===== src/inc/hsp_pkg.sv =====
// Shared constants for the host bus slave port.
package hsp_pkg;
    // Bus geometry.
    localparam int ADDR_W        = 18;
    localparam int DATA_W        = 32;
    localparam int LANES         = 4;
    localparam int BURST_BEATS   = 4;
    // Transfer size encodings driven by the master.
    localparam logic [1:0] SIZE_WORD = 2'h0;
    localparam logic [1:0] SIZE_BYTE = 2'h1;
    localparam logic [1:0] SIZE_HALF = 2'h2;
    localparam logic [1:0] SIZE_RSVD = 2'h3;
    // Data bus width select encodings.
    localparam logic [1:0] WIDTH_8   = 2'h0;
    localparam logic [1:0] WIDTH_16  = 2'h1;
    localparam logic [1:0] WIDTH_32  = 2'h2;
    // Active byte lanes per bus width.
    localparam logic [3:0] LANES_8   = 4'h1;
    localparam logic [3:0] LANES_16  = 4'h3;
    localparam logic [3:0] LANES_32  = 4'hF;
    // Byte enables per size.
    localparam logic [3:0] BE_BYTE   = 4'h1;
    localparam logic [3:0] BE_HALF_LO = 4'h3;
    localparam logic [3:0] BE_HALF_HI = 4'hC;
    localparam logic [3:0] BE_WORD   = 4'hF;
    // Idle and reset levels, and the parity sense.
    localparam logic [3:0] OE_OFF    = 4'hF;
    localparam logic [31:0] DATA_RST = 32'h0000_0000;
    localparam logic [17:0] ADDR_RST = 18'h0_0000;
    localparam logic       PARITY_ODD = 1'b1;
endpackage


===== src/verilog/hsp_lane_parity.sv =====
// Per-byte-lane parity generator.
`timescale 1ns/1ns
module hsp_lane_parity #(
    parameter int   LANES = 4,
    parameter logic ODD   = 1'b1
) (
    // Data in.
    input  wire logic [8*LANES-1:0] i_data,
    // One parity bit per lane.
    output logic      [LANES-1:0]   o_parity
);
    initial begin
        if (LANES < 1) begin
            $error("hsp_lane_parity: LANES must be at least 1");
        end
    end

    for (genvar g = 0; g < LANES; g++) begin : g_lane
        assign o_parity[g] = (^i_data[8*g+7:8*g]) ^ ODD;  // [RULE10]
    end
endmodule // hsp_lane_parity


===== src/verilog/hsp_host_port.sv =====
// Synchronous slave side of the host processor port.
`timescale 1ns/1ns
// Functional notes
// RULE1 - Master drives low eighteen address bits; only those are decoded.
// RULE2 - Burst indicator low during a burst, high for a single transfer.
// RULE3 - Burst-data-in-progress requests next beat; early negation aborts the burst.
// RULE4 - Size field: 01 byte, 10 half-word, 00 word; transfer sized accordingly.
// RULE5 - Acknowledge low once write data accepted or read data driven.
// RULE6 - Internal bus error drives transfer-error acknowledge low.
// RULE7 - Port may request retry; master releases bus and reissues later.
// RULE8 - All signalling synchronous to rising edge of host bus clock.
// RULE9 - Data width 8, 16 or 32; master drives writes, port drives reads.
// RULE10 - One parity line per byte lane, lane 0 covers bits 7:0.
// RULE11 - At most one response per beat, one cycle each, all high idle.
module hsp_host_port #(
    parameter int BURST_BEATS = hsp_pkg::BURST_BEATS
) (
    // Clock is the host bus clock; reset.
    input  wire logic        i_clk,
    input  wire logic        i_rst_n,
    // Address phase from the bus master.
    input  wire logic        i_transfer_start_n,
    input  wire logic        i_read_not_write,
    input  wire logic [17:0] i_addr,
    input  wire logic [1:0]  i_transfer_size,
    input  wire logic        i_burst_indicator_n,
    input  wire logic        i_burst_data_in_progress,
    // Data and parity pins, split into input, output and enable.
    input  wire logic [31:0] i_data,
    output logic      [31:0] o_data,
    output logic      [3:0]  o_data_oe_n,
    input  wire logic [3:0]  i_data_parity,
    output logic      [3:0]  o_data_parity,
    output logic      [3:0]  o_data_parity_oe_n,
    // Responses to the master.
    output logic             o_transfer_ack_n,
    output logic             o_transfer_error_ack_n,
    output logic             o_retry_request_n,
    // Static configuration.
    input  wire logic [1:0]  i_bus_width,
    // Internal system bus.
    output logic             o_sys_req,
    output logic             o_sys_write,
    output logic      [17:0] o_sys_addr,
    output logic      [3:0]  o_sys_be,
    output logic      [31:0] o_sys_wdata,
    input  wire logic [31:0] i_sys_rdata,
    input  wire logic        i_sys_ready,
    input  wire logic        i_sys_error,
    input  wire logic        i_sys_retry,
    // Write parity mismatch, one cycle.
    output logic             o_parity_error
);
    initial begin
        if (BURST_BEATS < 1 || BURST_BEATS > 4) begin
            $error("hsp_host_port: BURST_BEATS must lie in 1..4");
        end
    end

    typedef enum logic [1:0] {
        ST_IDLE = 2'b00,
        ST_REQ  = 2'b01,
        ST_RESP = 2'b10
    } hsp_state_t;

    hsp_state_t  state_reg, state_next;
    logic [17:0] addr_reg;
    logic [1:0]  size_reg;
    logic        write_reg;
    logic        burst_reg;
    logic [1:0]  beat_reg;
    logic        req_reg;
    logic [3:0]  be_reg;
    logic [31:0] wdata_reg;
    logic        ack_n_reg, tea_n_reg, rty_n_reg;
    logic [31:0] dout_reg;
    logic [3:0]  oe_n_reg, par_reg;
    logic        perr_reg;

    // The host bus clock is i_clk itself, so pins need no synchroniser. [RULE8]
    wire         start      = (state_reg == ST_IDLE) && !i_transfer_start_n;
    wire         resp_seen  = req_reg && (i_sys_ready || i_sys_error || i_sys_retry);
    // Error beats retry and retry beats ready, so only one response is given. [RULE11]
    wire         take_err   = req_reg && i_sys_error;                          // [RULE6]
    wire         take_rty   = req_reg && !i_sys_error && i_sys_retry;          // [RULE7]
    wire         take_ack   = req_reg && !i_sys_error && !i_sys_retry && i_sys_ready;
    // A reserved size never reaches the system bus and is answered with an error.
    wire         bad_size   = (i_transfer_size == hsp_pkg::SIZE_RSVD);
    wire [3:0]   lane_mask  = (i_bus_width == hsp_pkg::WIDTH_8)  ? hsp_pkg::LANES_8 :
                              (i_bus_width == hsp_pkg::WIDTH_16) ? hsp_pkg::LANES_16 :
                                                                   hsp_pkg::LANES_32;
    // Narrow buses carry the addressed bytes on the low lanes. [RULE9]
    wire [1:0]   lane_off   = (i_bus_width == hsp_pkg::WIDTH_8)  ? addr_reg[1:0] :
                              (i_bus_width == hsp_pkg::WIDTH_16) ? {addr_reg[1], 1'b0} :
                                                                   2'b00;
    wire [4:0]   bit_off    = {lane_off, 3'b000};
    wire [31:0]  rd_aligned = i_sys_rdata >> bit_off;
    wire [31:0]  wr_aligned = i_data << bit_off;
    wire [3:0]   be_new     = (i_transfer_size == hsp_pkg::SIZE_BYTE) ?
                                  (hsp_pkg::BE_BYTE << i_addr[1:0]) :          // [RULE4]
                              (i_transfer_size == hsp_pkg::SIZE_HALF) ?
                                  (i_addr[1] ? hsp_pkg::BE_HALF_HI : hsp_pkg::BE_HALF_LO) :
                                  hsp_pkg::BE_WORD;
    wire [3:0]   rd_par, wr_par;
    wire         more_beats = burst_reg && i_burst_data_in_progress &&           // [RULE3]
                              (beat_reg != 2'(BURST_BEATS - 1)) && !ack_n_reg;
    wire [3:0]   wr_par_bad = (wr_par ^ i_data_parity) & lane_mask;
    // Write data is sampled the cycle after the address or after the previous beat.
    wire         wr_sample  = write_reg && (state_reg == ST_REQ) && !req_reg;

    hsp_lane_parity #(.LANES(hsp_pkg::LANES), .ODD(hsp_pkg::PARITY_ODD)) u_rd_par (
        .i_data   (rd_aligned),
        .o_parity (rd_par)
    );
    hsp_lane_parity #(.LANES(hsp_pkg::LANES), .ODD(hsp_pkg::PARITY_ODD)) u_wr_par (
        .i_data   (i_data),
        .o_parity (wr_par)
    );

    always_comb begin
        state_next = state_reg;
        case (state_reg)
            ST_IDLE: begin
                if (start) begin
                    state_next = bad_size ? ST_RESP : ST_REQ;
                end
            end
            ST_REQ: begin
                if (resp_seen) begin
                    state_next = ST_RESP;
                end
            end
            ST_RESP: begin
                state_next = more_beats ? ST_REQ : ST_IDLE;
            end
            default: state_next = ST_IDLE;
        endcase
    end

    // Address phase capture and burst stepping.
    always_ff @(posedge i_clk or negedge i_rst_n) begin
        if (!i_rst_n) begin
            state_reg <= ST_IDLE;
            addr_reg  <= hsp_pkg::ADDR_RST;
            size_reg  <= hsp_pkg::SIZE_WORD;
            write_reg <= 1'b0;
            burst_reg <= 1'b0;
            beat_reg  <= 2'b00;
            be_reg    <= hsp_pkg::BE_WORD;
        end else begin
            state_reg <= state_next;
            if (start) begin
                addr_reg  <= i_addr;                                 // [RULE1]
                size_reg  <= i_transfer_size;                        // [RULE4]
                write_reg <= !i_read_not_write;
                burst_reg <= !i_burst_indicator_n;                   // [RULE2]
                beat_reg  <= 2'b00;
                be_reg    <= be_new;
            end else if (state_reg == ST_RESP && more_beats) begin
                // Bursts wrap on a four-word line.
                addr_reg[3:2] <= addr_reg[3:2] + 2'b01;
                beat_reg      <= beat_reg + 2'b01;
            end
        end
    end

    // Internal system bus request held until any response.
    always_ff @(posedge i_clk or negedge i_rst_n) begin
        if (!i_rst_n) begin
            req_reg   <= 1'b0;
            wdata_reg <= hsp_pkg::DATA_RST;
            perr_reg  <= 1'b0;
        end else begin
            perr_reg <= wr_sample && (wr_par_bad != 4'h0);           // [RULE10]
            if (wr_sample) begin
                wdata_reg <= wr_aligned;                             // [RULE9]
            end
            if (resp_seen) begin
                req_reg <= 1'b0;
            end else if (state_reg == ST_REQ && (!write_reg || wr_sample)) begin
                req_reg <= !wr_sample || write_reg;
            end
        end
    end

    // Response strobes and read data drive.
    always_ff @(posedge i_clk or negedge i_rst_n) begin
        if (!i_rst_n) begin
            ack_n_reg <= 1'b1;
            tea_n_reg <= 1'b1;
            rty_n_reg <= 1'b1;
            dout_reg  <= hsp_pkg::DATA_RST;
            oe_n_reg  <= hsp_pkg::OE_OFF;
            par_reg   <= 4'h0;
        end else begin
            ack_n_reg <= !take_ack;                                  // [RULE5] [RULE11]
            tea_n_reg <= !(take_err || (start && bad_size));         // [RULE6] [RULE11]
            rty_n_reg <= !take_rty;                                  // [RULE7] [RULE11]
            if (take_ack && !write_reg) begin
                dout_reg <= rd_aligned;
                par_reg  <= rd_par;                                  // [RULE10]
                oe_n_reg <= ~lane_mask;                              // [RULE9]
            end else begin
                oe_n_reg <= hsp_pkg::OE_OFF;
            end
        end
    end

    assign o_data                 = dout_reg;
    assign o_data_oe_n            = oe_n_reg;
    assign o_data_parity          = par_reg;
    assign o_data_parity_oe_n     = oe_n_reg;
    assign o_transfer_ack_n       = ack_n_reg;
    assign o_transfer_error_ack_n = tea_n_reg;
    assign o_retry_request_n      = rty_n_reg;
    assign o_sys_req              = req_reg;
    assign o_sys_write            = write_reg;
    assign o_sys_addr             = addr_reg;
    assign o_sys_be               = be_reg;
    assign o_sys_wdata            = wdata_reg;
    assign o_parity_error         = perr_reg;
endmodule // hsp_host_port


===== config.mk =====
export PLATFORM = sky130hd
export DESIGN_NAME = hsp_host_port
export DESIGN_NICKNAME = d
export VERILOG_FILES = /design/src/inc/hsp_pkg.sv /design/src/verilog/hsp_lane_parity.sv /design/src/verilog/hsp_host_port.sv
export SDC_FILE = /design/constraint.sdc
export NUM_CORES = 1
export LEC_CHECK = 0
export ABC_AREA = 1
export BUFFER_PORTS_ARGS = -buffer_cell sky130_fd_sc_hd__buf_4
export CAP_MARGIN = 0
export CORE_MARGIN = 2
export CORE_UTILIZATION = 54
export CTS_BUF_LIST = sky130_fd_sc_hd__clkbuf_4 sky130_fd_sc_hd__clkbuf_8
export CTS_CLUSTER_DIAMETER = 60
export DETAILED_ROUTE_END_ITERATION = 6
export GPL_TIMING_DRIVEN = 0
export PLACE_DENSITY = 0.84
export SLEW_MARGIN = 20
export SYNTH_ARGS = -nofsm -noshare
export SYNTH_HDL_FRONTEND = slang
export SYNTH_HIERARCHICAL = 1
export SYNTH_SLANG_ARGS = --single-unit

===== constraint.sdc =====
create_clock -name i_clk -period 2.1 [get_ports i_clk]
set_clock_uncertainty 0.15 [all_clocks]
set_input_delay 0 -clock i_clk [delete_from_list [all_inputs] [get_ports i_clk]]
set_output_delay 0 -clock i_clk [all_outputs]
set_load 0.01 [all_outputs]

=== After elaboration in Yosys (flattened, before gate mapping) ===
Index checks and enable logic that the tools add are counted.

* Output and inout port bits: 104
* Bits of input ports: 99
* Word-level logic and storage cells: 108
* Register bits: 105

* Shift operators: 3
* Mux-type cells: 19
* $add $sub $neg: 2
* Eq/ne operators: 9
* Bitwise logic cells: 11
* Reduce and logical (&&, ||, !) cells: 48

{| class="wikitable"
|+ Operators with widths
! cell !! number
|-
| $reduce_xor 8->1 || 8
|-
| $shl 32x5->32 || 1
|-
| $shr 32x5->32 || 1
|-
| $mux 4 || 6
|-
| $mux 2 || 9
|-
| $logic_and 1x1->1 || 17
|-
| $logic_not 1->1 || 12
|-
| $not 1->1 || 8
|-
| $eq 2x1->1 const B || 3
|-
| $eq 2x2->1 const B || 3
|-
| $ne 2x2->1 const B || 3
|-
| $pmux 2 s3 || 1
|-
| $logic_or 1x1->1 || 5
|-
| $add 2x1->2 const B || 2
|-
| $and 4x4->4 || 1
|-
| $logic_not 2->1 || 2
|-
| $not 4->4 || 1
|-
| $reduce_bool 2->1 || 2
|-
| $reduce_bool 4->1 || 1
|-
| $shl 1x2->4 const A || 1
|-
| $xor 4x4->4 || 1
|-
| $mux 1 || 3
|-
| $reduce_and 2->1 || 1
|}

=== Depth between registers and ports, before layout ===
Gate-level depths: netlist of run 1.

* Depth in word-level cells: 7
* Mapped depth: 16

=== By module ===
The synthesis of run 1 kept the hierarchy.

{| class="wikitable"
|+ Modules (own cells, without submodules)
! module !! cells each !! instances !! area an instance (µm²)
|-
| hsp_host_port || 719 || 1 || 5338.9
|-
| hsp_lane_parity || 148 || 2 || 580.6
|}

=== Least setup slack after synthesis of run 1 ===
Ideal clock, no wire load.

* Kind: reg2reg
* Start point: register addr_reg[0] (netlist: o_sys_addr[0])
* End point: register par_reg[0] (netlist: o_data_parity[0])
* Data required time: 1.833 ns
* Setup slack: 0.193 ns
* Cell stages (with the launch flop): 15
* Path buffers: 2
* Arrival: 1.640 ns
* Path through: dfrtp_1 buf_2 clkbuf_1 nand3_1 nand3_1 and2_1 nand2_1 inv_1 nor2_1 nand2_1 nand2_1 nand2_1 nand2_1 nand2_1 nand2_1

* Cells in the longest elaborated chain, start to end: 4

{| class="wikitable"
|+ RTL lines
! element !! line !! text
|-
| start: declaration || hsp_host_port.sv:67 || <nowiki>logic [17:0] addr_reg;</nowiki>
|-
| start signal: assignment || hsp_host_port.sv:144 || <nowiki>addr_reg <= hsp_pkg::ADDR_RST;</nowiki>
|-
| start signal: assignment || hsp_host_port.sv:153 || <nowiki>addr_reg <= i_addr;</nowiki>
|-
| $mux 2 || hsp_host_port.sv:93 || <nowiki>wire [1:0] lane_off = (i_bus_width == hsp_pkg::WIDTH_8) ? addr_reg[1:0] :</nowiki>
|-
| $shr 32x5->32 || hsp_host_port.sv:97 || <nowiki>wire [31:0] rd_aligned = i_sys_rdata >> bit_off;</nowiki>
|-
| via rd_aligned[2] || hsp_host_port.sv:97 ||
|-
| $reduce_xor 8->1 || hsp_lane_parity.sv:19 || <nowiki>assign o_parity[g] = (^i_data[8*g+7:8*g]) ^ ODD;</nowiki>
|-
| $not 1->1 (no source line) || - ||
|-
| via rd_par[0] || hsp_host_port.sv:104 || <nowiki>wire [3:0] rd_par, wr_par;</nowiki>
|-
| end signal: assignment || hsp_host_port.sv:201 || <nowiki>par_reg <= rd_par;</nowiki>
|-
| end: declaration || hsp_host_port.sv:77 || <nowiki>logic [3:0] oe_n_reg, par_reg;</nowiki>
|}

The timed path passes the listed nets, and every way through them passes these cells.
A chain may end at the register's enable or synchronous reset.

=== Worst setup path in the final report of run 1 ===
* Start point: register addr_reg[0] (netlist: o_sys_addr[0])
* End point: register par_reg[1] (netlist: o_data_parity[1])

Same word-level chain as after synthesis.

==> impl_results.md, run 1 <==
* Clock root cell: clkbuf_8
* All-Layer GR Usage at 0.357
* Reg-to-reg endpoint: o_data_parity[1]
* Startpoint types: flip-flop
* Via count at 8035
* Cts bufs inserted at 9
* Port buffer count at 202
* Crit. End Element: flip-flop
* Worst setup path class: flip-flop to flip-flop
* DP Area at 8200 sq um
* CTS sink count at 104
* Die area at 12900 sq um
* Leading area contributor after synthesis: dfrtp_1
* Synth Net Count at 1115
* Share of layout cells above drive strength 1 at 0.225
* Routed wire length at 23.6 mm
* Worst VDD drop at 917 uV
* Core area at 11900 sq um
* Post-detail-place hpwl at 14.7 mm
* Vias per cell at 5.31
* Worst setup path end: o_data_parity[1]
* Synth Cell Area at 6500 sq um
* Final Max Slew Viols at 0
* Crit Reg-Reg Startpoint: o_sys_addr[0]
* Worst-Margin Slew at 0.961 ns
* Routed Antenna Nets at 0
* First-pass GRT wire length at 36.4 mm
* Vias in the first global route at 7623
* Slew HR at 0.360
* WL per Instance at 15.6 microns
* Seq cells post-synth at 104
* H-tree depth at 3
* Storage element area at 2620 sq um
* Commonest non-fill, non-tap cell in the layout: nand2_1
* Router iterations before antenna repair at 7
* Commonest cells after routing, fill and taps aside: 534 x nand2_1, 227 x buf_4, 122 x dlygate4sd3_1
* Top-Level Pins at 203
* Setup crit start: o_sys_addr[0]
* Final hold vios at 0
* Worst Path Required at 2.24 ns
* Total grt overflow at 0
* DRT iter0 DRCs at 818
* Syn Inst Count at 1015
* Clock slew at reported path FFs at 0.11 ns
* CP Max Fanout at 10
* R2r setup slk at -0.08 ns
* FP Rows at 40
* Part of the Yosys area used for sequential elements at 0.402
* Failing checks: design-rule violations, negative setup slack
* Ant. Diodes at 0
* Setup tns final at -0.0784 ns
* Setup-failing EPs final at 1
* Unrepaired setup endpoints after global routing: yes
* Yosys warns at 6
* Initial antenna violation count at 0
* Power per standard cell area at 1090 nW/um^2
* CTS tree: done
* Worst Hold Class: primary input to async pin
* Die height at 114 microns
* Die X at 114 microns
* Final core occ at 0.831
* Multi-input logic area at 3290 sq um
* # fillers at 735
* Max Buffers Root-to-Sink at 2
* Leading post-synthesis cells by cell area: dfrtp_1 36%, nand2_1 31%, nand3_1 8.2%, inv_1 6.1%, dfstp_2 4.0%
* Post-Place Setup Slack at -0.174 ns
* Synth unique cells at 29
* Initial Util at 0.548
* Min Clock Period, post-route at 2.18 ns
* Fin area at 9860 sq um
* Final setup margin at -0.0784 ns
* Max-cap viol count at 0
* Crit share post-route at 1.04
* Leak at 0.00564 uW
* Worst r2r path cells at 15
* P&R area growth vs syn at 51.7%
* Share of the synthesized area in the top cell type at 0.362
* F_max at 0.459 GHz
* CP arrival at 2.32 ns
* Outcome: finished, violations left
* Syn_area_per_cell at 6.40 sq um
* Final #Nets at 1461
* GP Congestion at 0.966
* Clk_lat worst skew at 0.39 ns
* Drt drc at 1
* Pin count of the biggest net entering global routing at 105
-- critical path: stages (launching register included) --
cell and delay, ns:
dfrtp_1 0.42, buf_6 0.17, nand2_8 0.08, buf_4 0.18
nand2_1 0.07, nand3_1 0.11, and2_1 0.25, nand2_1 0.09
inv_1 0.09, nor2_1 0.06, nand2_1 0.07, nand2_1 0.05
nand2_1 0.06, nand2_1 0.09, nand2_1 0.08, nand2_1 0.05
-- cell type report --
| class | instances | share of cell area |
|---|---|---|
| multi-input combinational | 760 | 0.333 |
| timing repair buffer | 335 | 0.288 |
| sequential | 104 | 0.265 |
| inverter | 110 | 0.0421 |
| buffer | 41 | 0.0289 |
| tap | 147 | 0.0187 |
| clock buffer | 10 | 0.0140 |
| clock inverter | 6 | 0.0100 |
-- worst min-delay path by stage --
stage | slack [ns] | cells past startpoint | to | from
final | 0.10 | 2 | o_sys_wdata[6] | i_rst_n
after global routing | 0.21 | 2 | o_sys_addr[4] | i_rst_n
after global placement | 0.02 | 2 | o_retry_request_n | i_sys_retry
after floorplan | -0.45 | 0 | beat_reg[0] | i_rst_n
after detailed placement | 0.02 | 2 | o_retry_request_n | i_sys_retry
after CTS | 0.16 | 2 | o_sys_wdata[6] | i_rst_n
-- cell families after synthesis --
logic type      count (synthesis)  share of synthesized area
compound gates                 37                     0.0343
xor+xnor                       12                     0.0162
fa+ha+maj                       1                    0.00192
buf+inv                       152                     0.0986
flops                         104                      0.402
simple gates                  709                      0.447
-- what timing repair did --
action	in CTS	in global routing
setup endpoints to repair	2	29
hold buffers	123	2
endpoints found under the hold margin	193	1
resized for setup	5	40
gates cloned	0	1
buffers inserted	0	11
pin swaps	0	7
-- layer usage --
metal	global-route usage	share of wire
met2	0.566	0.46
met5	0	0
met1	0.456	0.39
met3	0.0824	0.094
met4	0.194	0.057
-- through the flow --
step | instances | hold slack [ns] | total power (uW)
after floorplan | 1015 | -0.446 | 6250
after global placement | 1364 | 0.0150 | 8370
after detailed placement | 1364 | 0.0184 | 8490
after CTS | 1503 | 0.158 | 10300
after global routing | 1513 | 0.207 | 11400
final | 1513 | 0.100 | 10700
-- power breakdown --
part / total, uW / switching [uW] / internal, uW
registers: 3520 / 609 / 2910
clock network: 1480 / 758 / 721
logic: 5740 / 3140 / 2600
-- Yosys cell counts (all sizes together) --
master,number
o21ai,23
a21oi,9
nor3,1
nor2,44
ha,1
nand2,540
dfstp,10
and2,15
o22ai,1
nand4,1
dfrtp,94
xor2,2
o211ai,3
inv,110
buf,34
o21a,1
or2,1
nand3,107
clkbuf,8
xnor2,10
Note: power is estimated with default switching activity, not from simulation.
==> run 2: changes to the inputs <==
--- a/config.mk
+++ b/config.mk
@@ -8,13 +8,15 @@
 export ABC_AREA = 1
 export BUFFER_PORTS_ARGS = -buffer_cell sky130_fd_sc_hd__buf_4
 export CAP_MARGIN = 0
+export CORE_ASPECT_RATIO = 0.8
 export CORE_MARGIN = 2
-export CORE_UTILIZATION = 54
-export CTS_BUF_LIST = sky130_fd_sc_hd__clkbuf_4 sky130_fd_sc_hd__clkbuf_8
+export CORE_UTILIZATION = 52
+export CTS_BUF_LIST = sky130_fd_sc_hd__clkbuf_16
 export CTS_CLUSTER_DIAMETER = 60
 export DETAILED_ROUTE_END_ITERATION = 6
 export GPL_TIMING_DRIVEN = 0
-export PLACE_DENSITY = 0.84
+export PLACE_DENSITY = 0.81
+export SETUP_SLACK_MARGIN = 0.2
 export SLEW_MARGIN = 20
 export SYNTH_ARGS = -nofsm -noshare
 export SYNTH_HDL_FRONTEND = slang
==> run 2 against run 1 <==
Against the previous run: sequential share of layout area is 1.2 points lower; setup slack better by 0.0027 ns; critical path type unchanged; sequential cell count stayed put; clock power is 11% higher; largest power group unchanged; the run still ends with design-rule violations, negative setup slack left; die area is 3.7% higher; count of clock-buffer cells in the layout is 1 lower.
==> impl_results.md, run 2 (synthesis gave the netlist of run 1 again) <==
* R2r setup slk at -0.08 ns (about the same)
* Die height at 104 microns (-8.5%)
* CTS sink count at 104 (unchanged)
* Routed Antenna Nets at 0 (unchanged)
* Failing checks: design-rule violations, negative setup slack
* Worst Hold Class: primary input to flip-flop
* WL per Instance at 17.7 microns (+13%)
* Total grt overflow at 0 (unchanged)
* Clk_lat worst skew at 0.36 ns (-0.03 ns)
* Router iterations before antenna repair at 7 (unchanged)
* Clock slew at reported path FFs at 0.07 ns (-0.04 ns)
* Final hold vios at 0 (unchanged)
* Vias per cell at 5.54 (+4.4%)
* Crit. End Element: flip-flop
* Unrepaired setup endpoints after global routing: yes
* Commonest cells after routing, fill and taps aside: 517 x nand2_1, 225 x buf_4, 105 x dlygate4sd3_1
* H-tree depth at 3 (unchanged)
* F_max at 0.460 GHz (+0.12%)
* Outcome: finished, violations left
* All-Layer GR Usage at 0.347 (-0.0104)
* Max Buffers Root-to-Sink at 2 (unchanged)
* Worst VDD drop at 771 uV (-16%)
* Crit share post-route at 1.04 (-0.00126)
* Max stage delay on crit path at 0.38 ns (-0.04 ns)
* Worst Path Required at 2.24 ns (about the same)
* Final Max Slew Viols at 0 (unchanged)
* DRT iter0 DRCs at 1347 (+65%)
* Worst-Margin Slew at 0.960 ns (-0.00103 ns)
* Setup-failing EPs final at 2 (+1)
* P&R area growth vs syn at 58.8%
* Top-Level Pins at 203 (unchanged)
* Cts bufs inserted at 9 (unchanged)
* Most used cell, CP: nand2_1
* Drt drc at 5 (+4)
* Min Clock Period, post-route at 2.18 ns (-0.00265 ns)
* CP arrival at 2.31 ns (about the same)
* Worst setup path class: flip-flop to flip-flop
* Slowest-stage cell, CP: dfrtp_1
* Die area at 13400 sq um (+3.7%)
* Fin area at 10300 sq um (+4.6%)
* Pin count of the biggest net entering global routing at 105 (unchanged)
* Routed wire length at 27.1 mm (+15%)
* Power per standard cell area at 1120 nW/um^2 (+3.0%)
* Ant. Diodes at 0 (unchanged)
* Via count at 8515 (+6.0%)
* Leak at 0.00585 uW (+3.6%)
* CP Max Fanout at 10 (unchanged)
* Initial Util at 0.532 (-0.0155)
* Final core occ at 0.845 (+0.0140)
* Clock root cell: clkbuf_16
* Final setup margin at -0.0758 ns (+0.00265 ns)
* CP cell instances: buf_6 > buf_6 > nand3_2 > nand3_4 > and2_4 > inv_1 > nand2_1 > nand2_2 > inv_1 > nand2_1 > nand2_1 > nand2_1 > nand2_2 > nand2_1 > nand2_1
* Hold slack at 0.0359 ns (-0.0643 ns)
* Die X at 129 microns (+13%)
* Port buffer count at 202 (unchanged)
* Initial antenna violation count at 0 (unchanged)
* Slew HR at 0.360 (+0.000686)
* Vias in the first global route at 7506 (-1.5%)
* GP Congestion at 0.943 (-2.4%)
* Top delay family on crit path: simple AND/OR/NAND/NOR gates
* DP Area at 8240 sq um (+0.38%)
* Post-detail-place hpwl at 15.0 mm (+1.8%)
* First-pass GRT wire length at 36.7 mm (+0.85%)
* Share of layout cells above drive strength 1 at 0.278 (+0.0522)
* Bufs and invs on worst path at 4 (+1)
* Max-cap viol count at 0 (unchanged)
* Startpoint types: flip-flop
* Final #Nets at 1460 (-0.068%)
* CTS tree: done
* FP Rows at 36 (-10%)
* Core area at 12200 sq um (+2.9%)
* Commonest non-fill, non-tap cell in the layout: nand2_1
-- run 2: cell types whose count changed in the layout (fill, tap and decap cells not counted), sizes merged --
cell / before / now
buf: 245 / 254
bufinv: 2 / 0
clkbuf: 19 / 17
clkinvlp: 0 / 1
dlygate4sd3: 122 / 105
dlymetal6s4s: 0 / 8
inv: 112 / 114
-- run 2: per-stage QoR --
step	TNS (ns)	worst slack [ns]	power (uW)	std cells
2_1_floorplan	0	0.230	6250	1015
3_3_place_gp	-0.0729	-0.0446	8380	1388
3_5_place_dp	-0.131	-0.0888	8510	1388
4_1_cts	0	0.192	10600	1524
5_1_grt	-0.234	-0.150	12200	1536
6_report	-0.147	-0.0758	11600	1536
-- run 2: final timing paths --
path / startpoint / to / cells past startpoint
setup / recovery: o_sys_addr[0] / o_data_parity[0] / 15
hold / removal: i_data_parity[2] / o_parity_error / 6
setup reg to reg: o_sys_addr[0] / o_data_parity[0] / 15
hold reg to reg: o_data_parity[0] / o_data_parity[0] / 2
max in group asynchronous: i_rst_n / o_sys_addr[1] / 2
min in group asynchronous: i_rst_n / o_sys_wdata[21] / 2
-- run 2: power breakdown --
| group | internal (uW) | switching, uW | total [uW] |
|---|---|---|---|
| logic | 2830 | 3570 | 6400 |
| registers | 2910 | 618 | 3530 |
| clock network | 820 | 823 | 1640 |
| total | 6560 | 5010 | 11600 |
-- run 2: routing by layer --
metal  vias to the layer above  routed length, microns  GRT usage  share of wire
met2                       738                   11600      0.516           0.43
met1                      3774                   10100      0.474           0.37
met4                         0                    1950      0.154          0.072
met5                         -                       0          0              0
li1                       3773                       -          -              -
met3                       230                    3520     0.0931           0.13
-- run 2: worst min-delay path, stage by stage --
cell	delay, ns
buf_4	0.08
xor2_1	0.12
nand2_1	0.06
nand2_1	0.07
nor2_1	0.08
nor2_1	0.08
-- run 2: repair_timing --
action | 4_1_cts | 5_1_grt
pin swaps | 0 | 21
gates cloned | 1 | 2
resized for setup | 29 | 116
endpoints found under the hold margin | 191 | 0
endpoints found under the setup margin | 4 | 19
setup buffers | 3 | 13
hold buffers | 116 | 0
-- run 2: cell type report --
| type | count | area (sq um) |
|---|---|---|
| Buffer | 42 | 340 |
| Sequential cell | 104 | 2620 |
| Clock inverter | 7 | 52.6 |
| Fill cell | 683 | 1890 |
| Tap cell | 171 | 214 |
| Clock buffer | 9 | 225 |
| Timing Repair Buffer | 333 | 2830 |
| Inverter | 110 | 425 |
| Multi-Input combinational cell | 760 | 3610 |
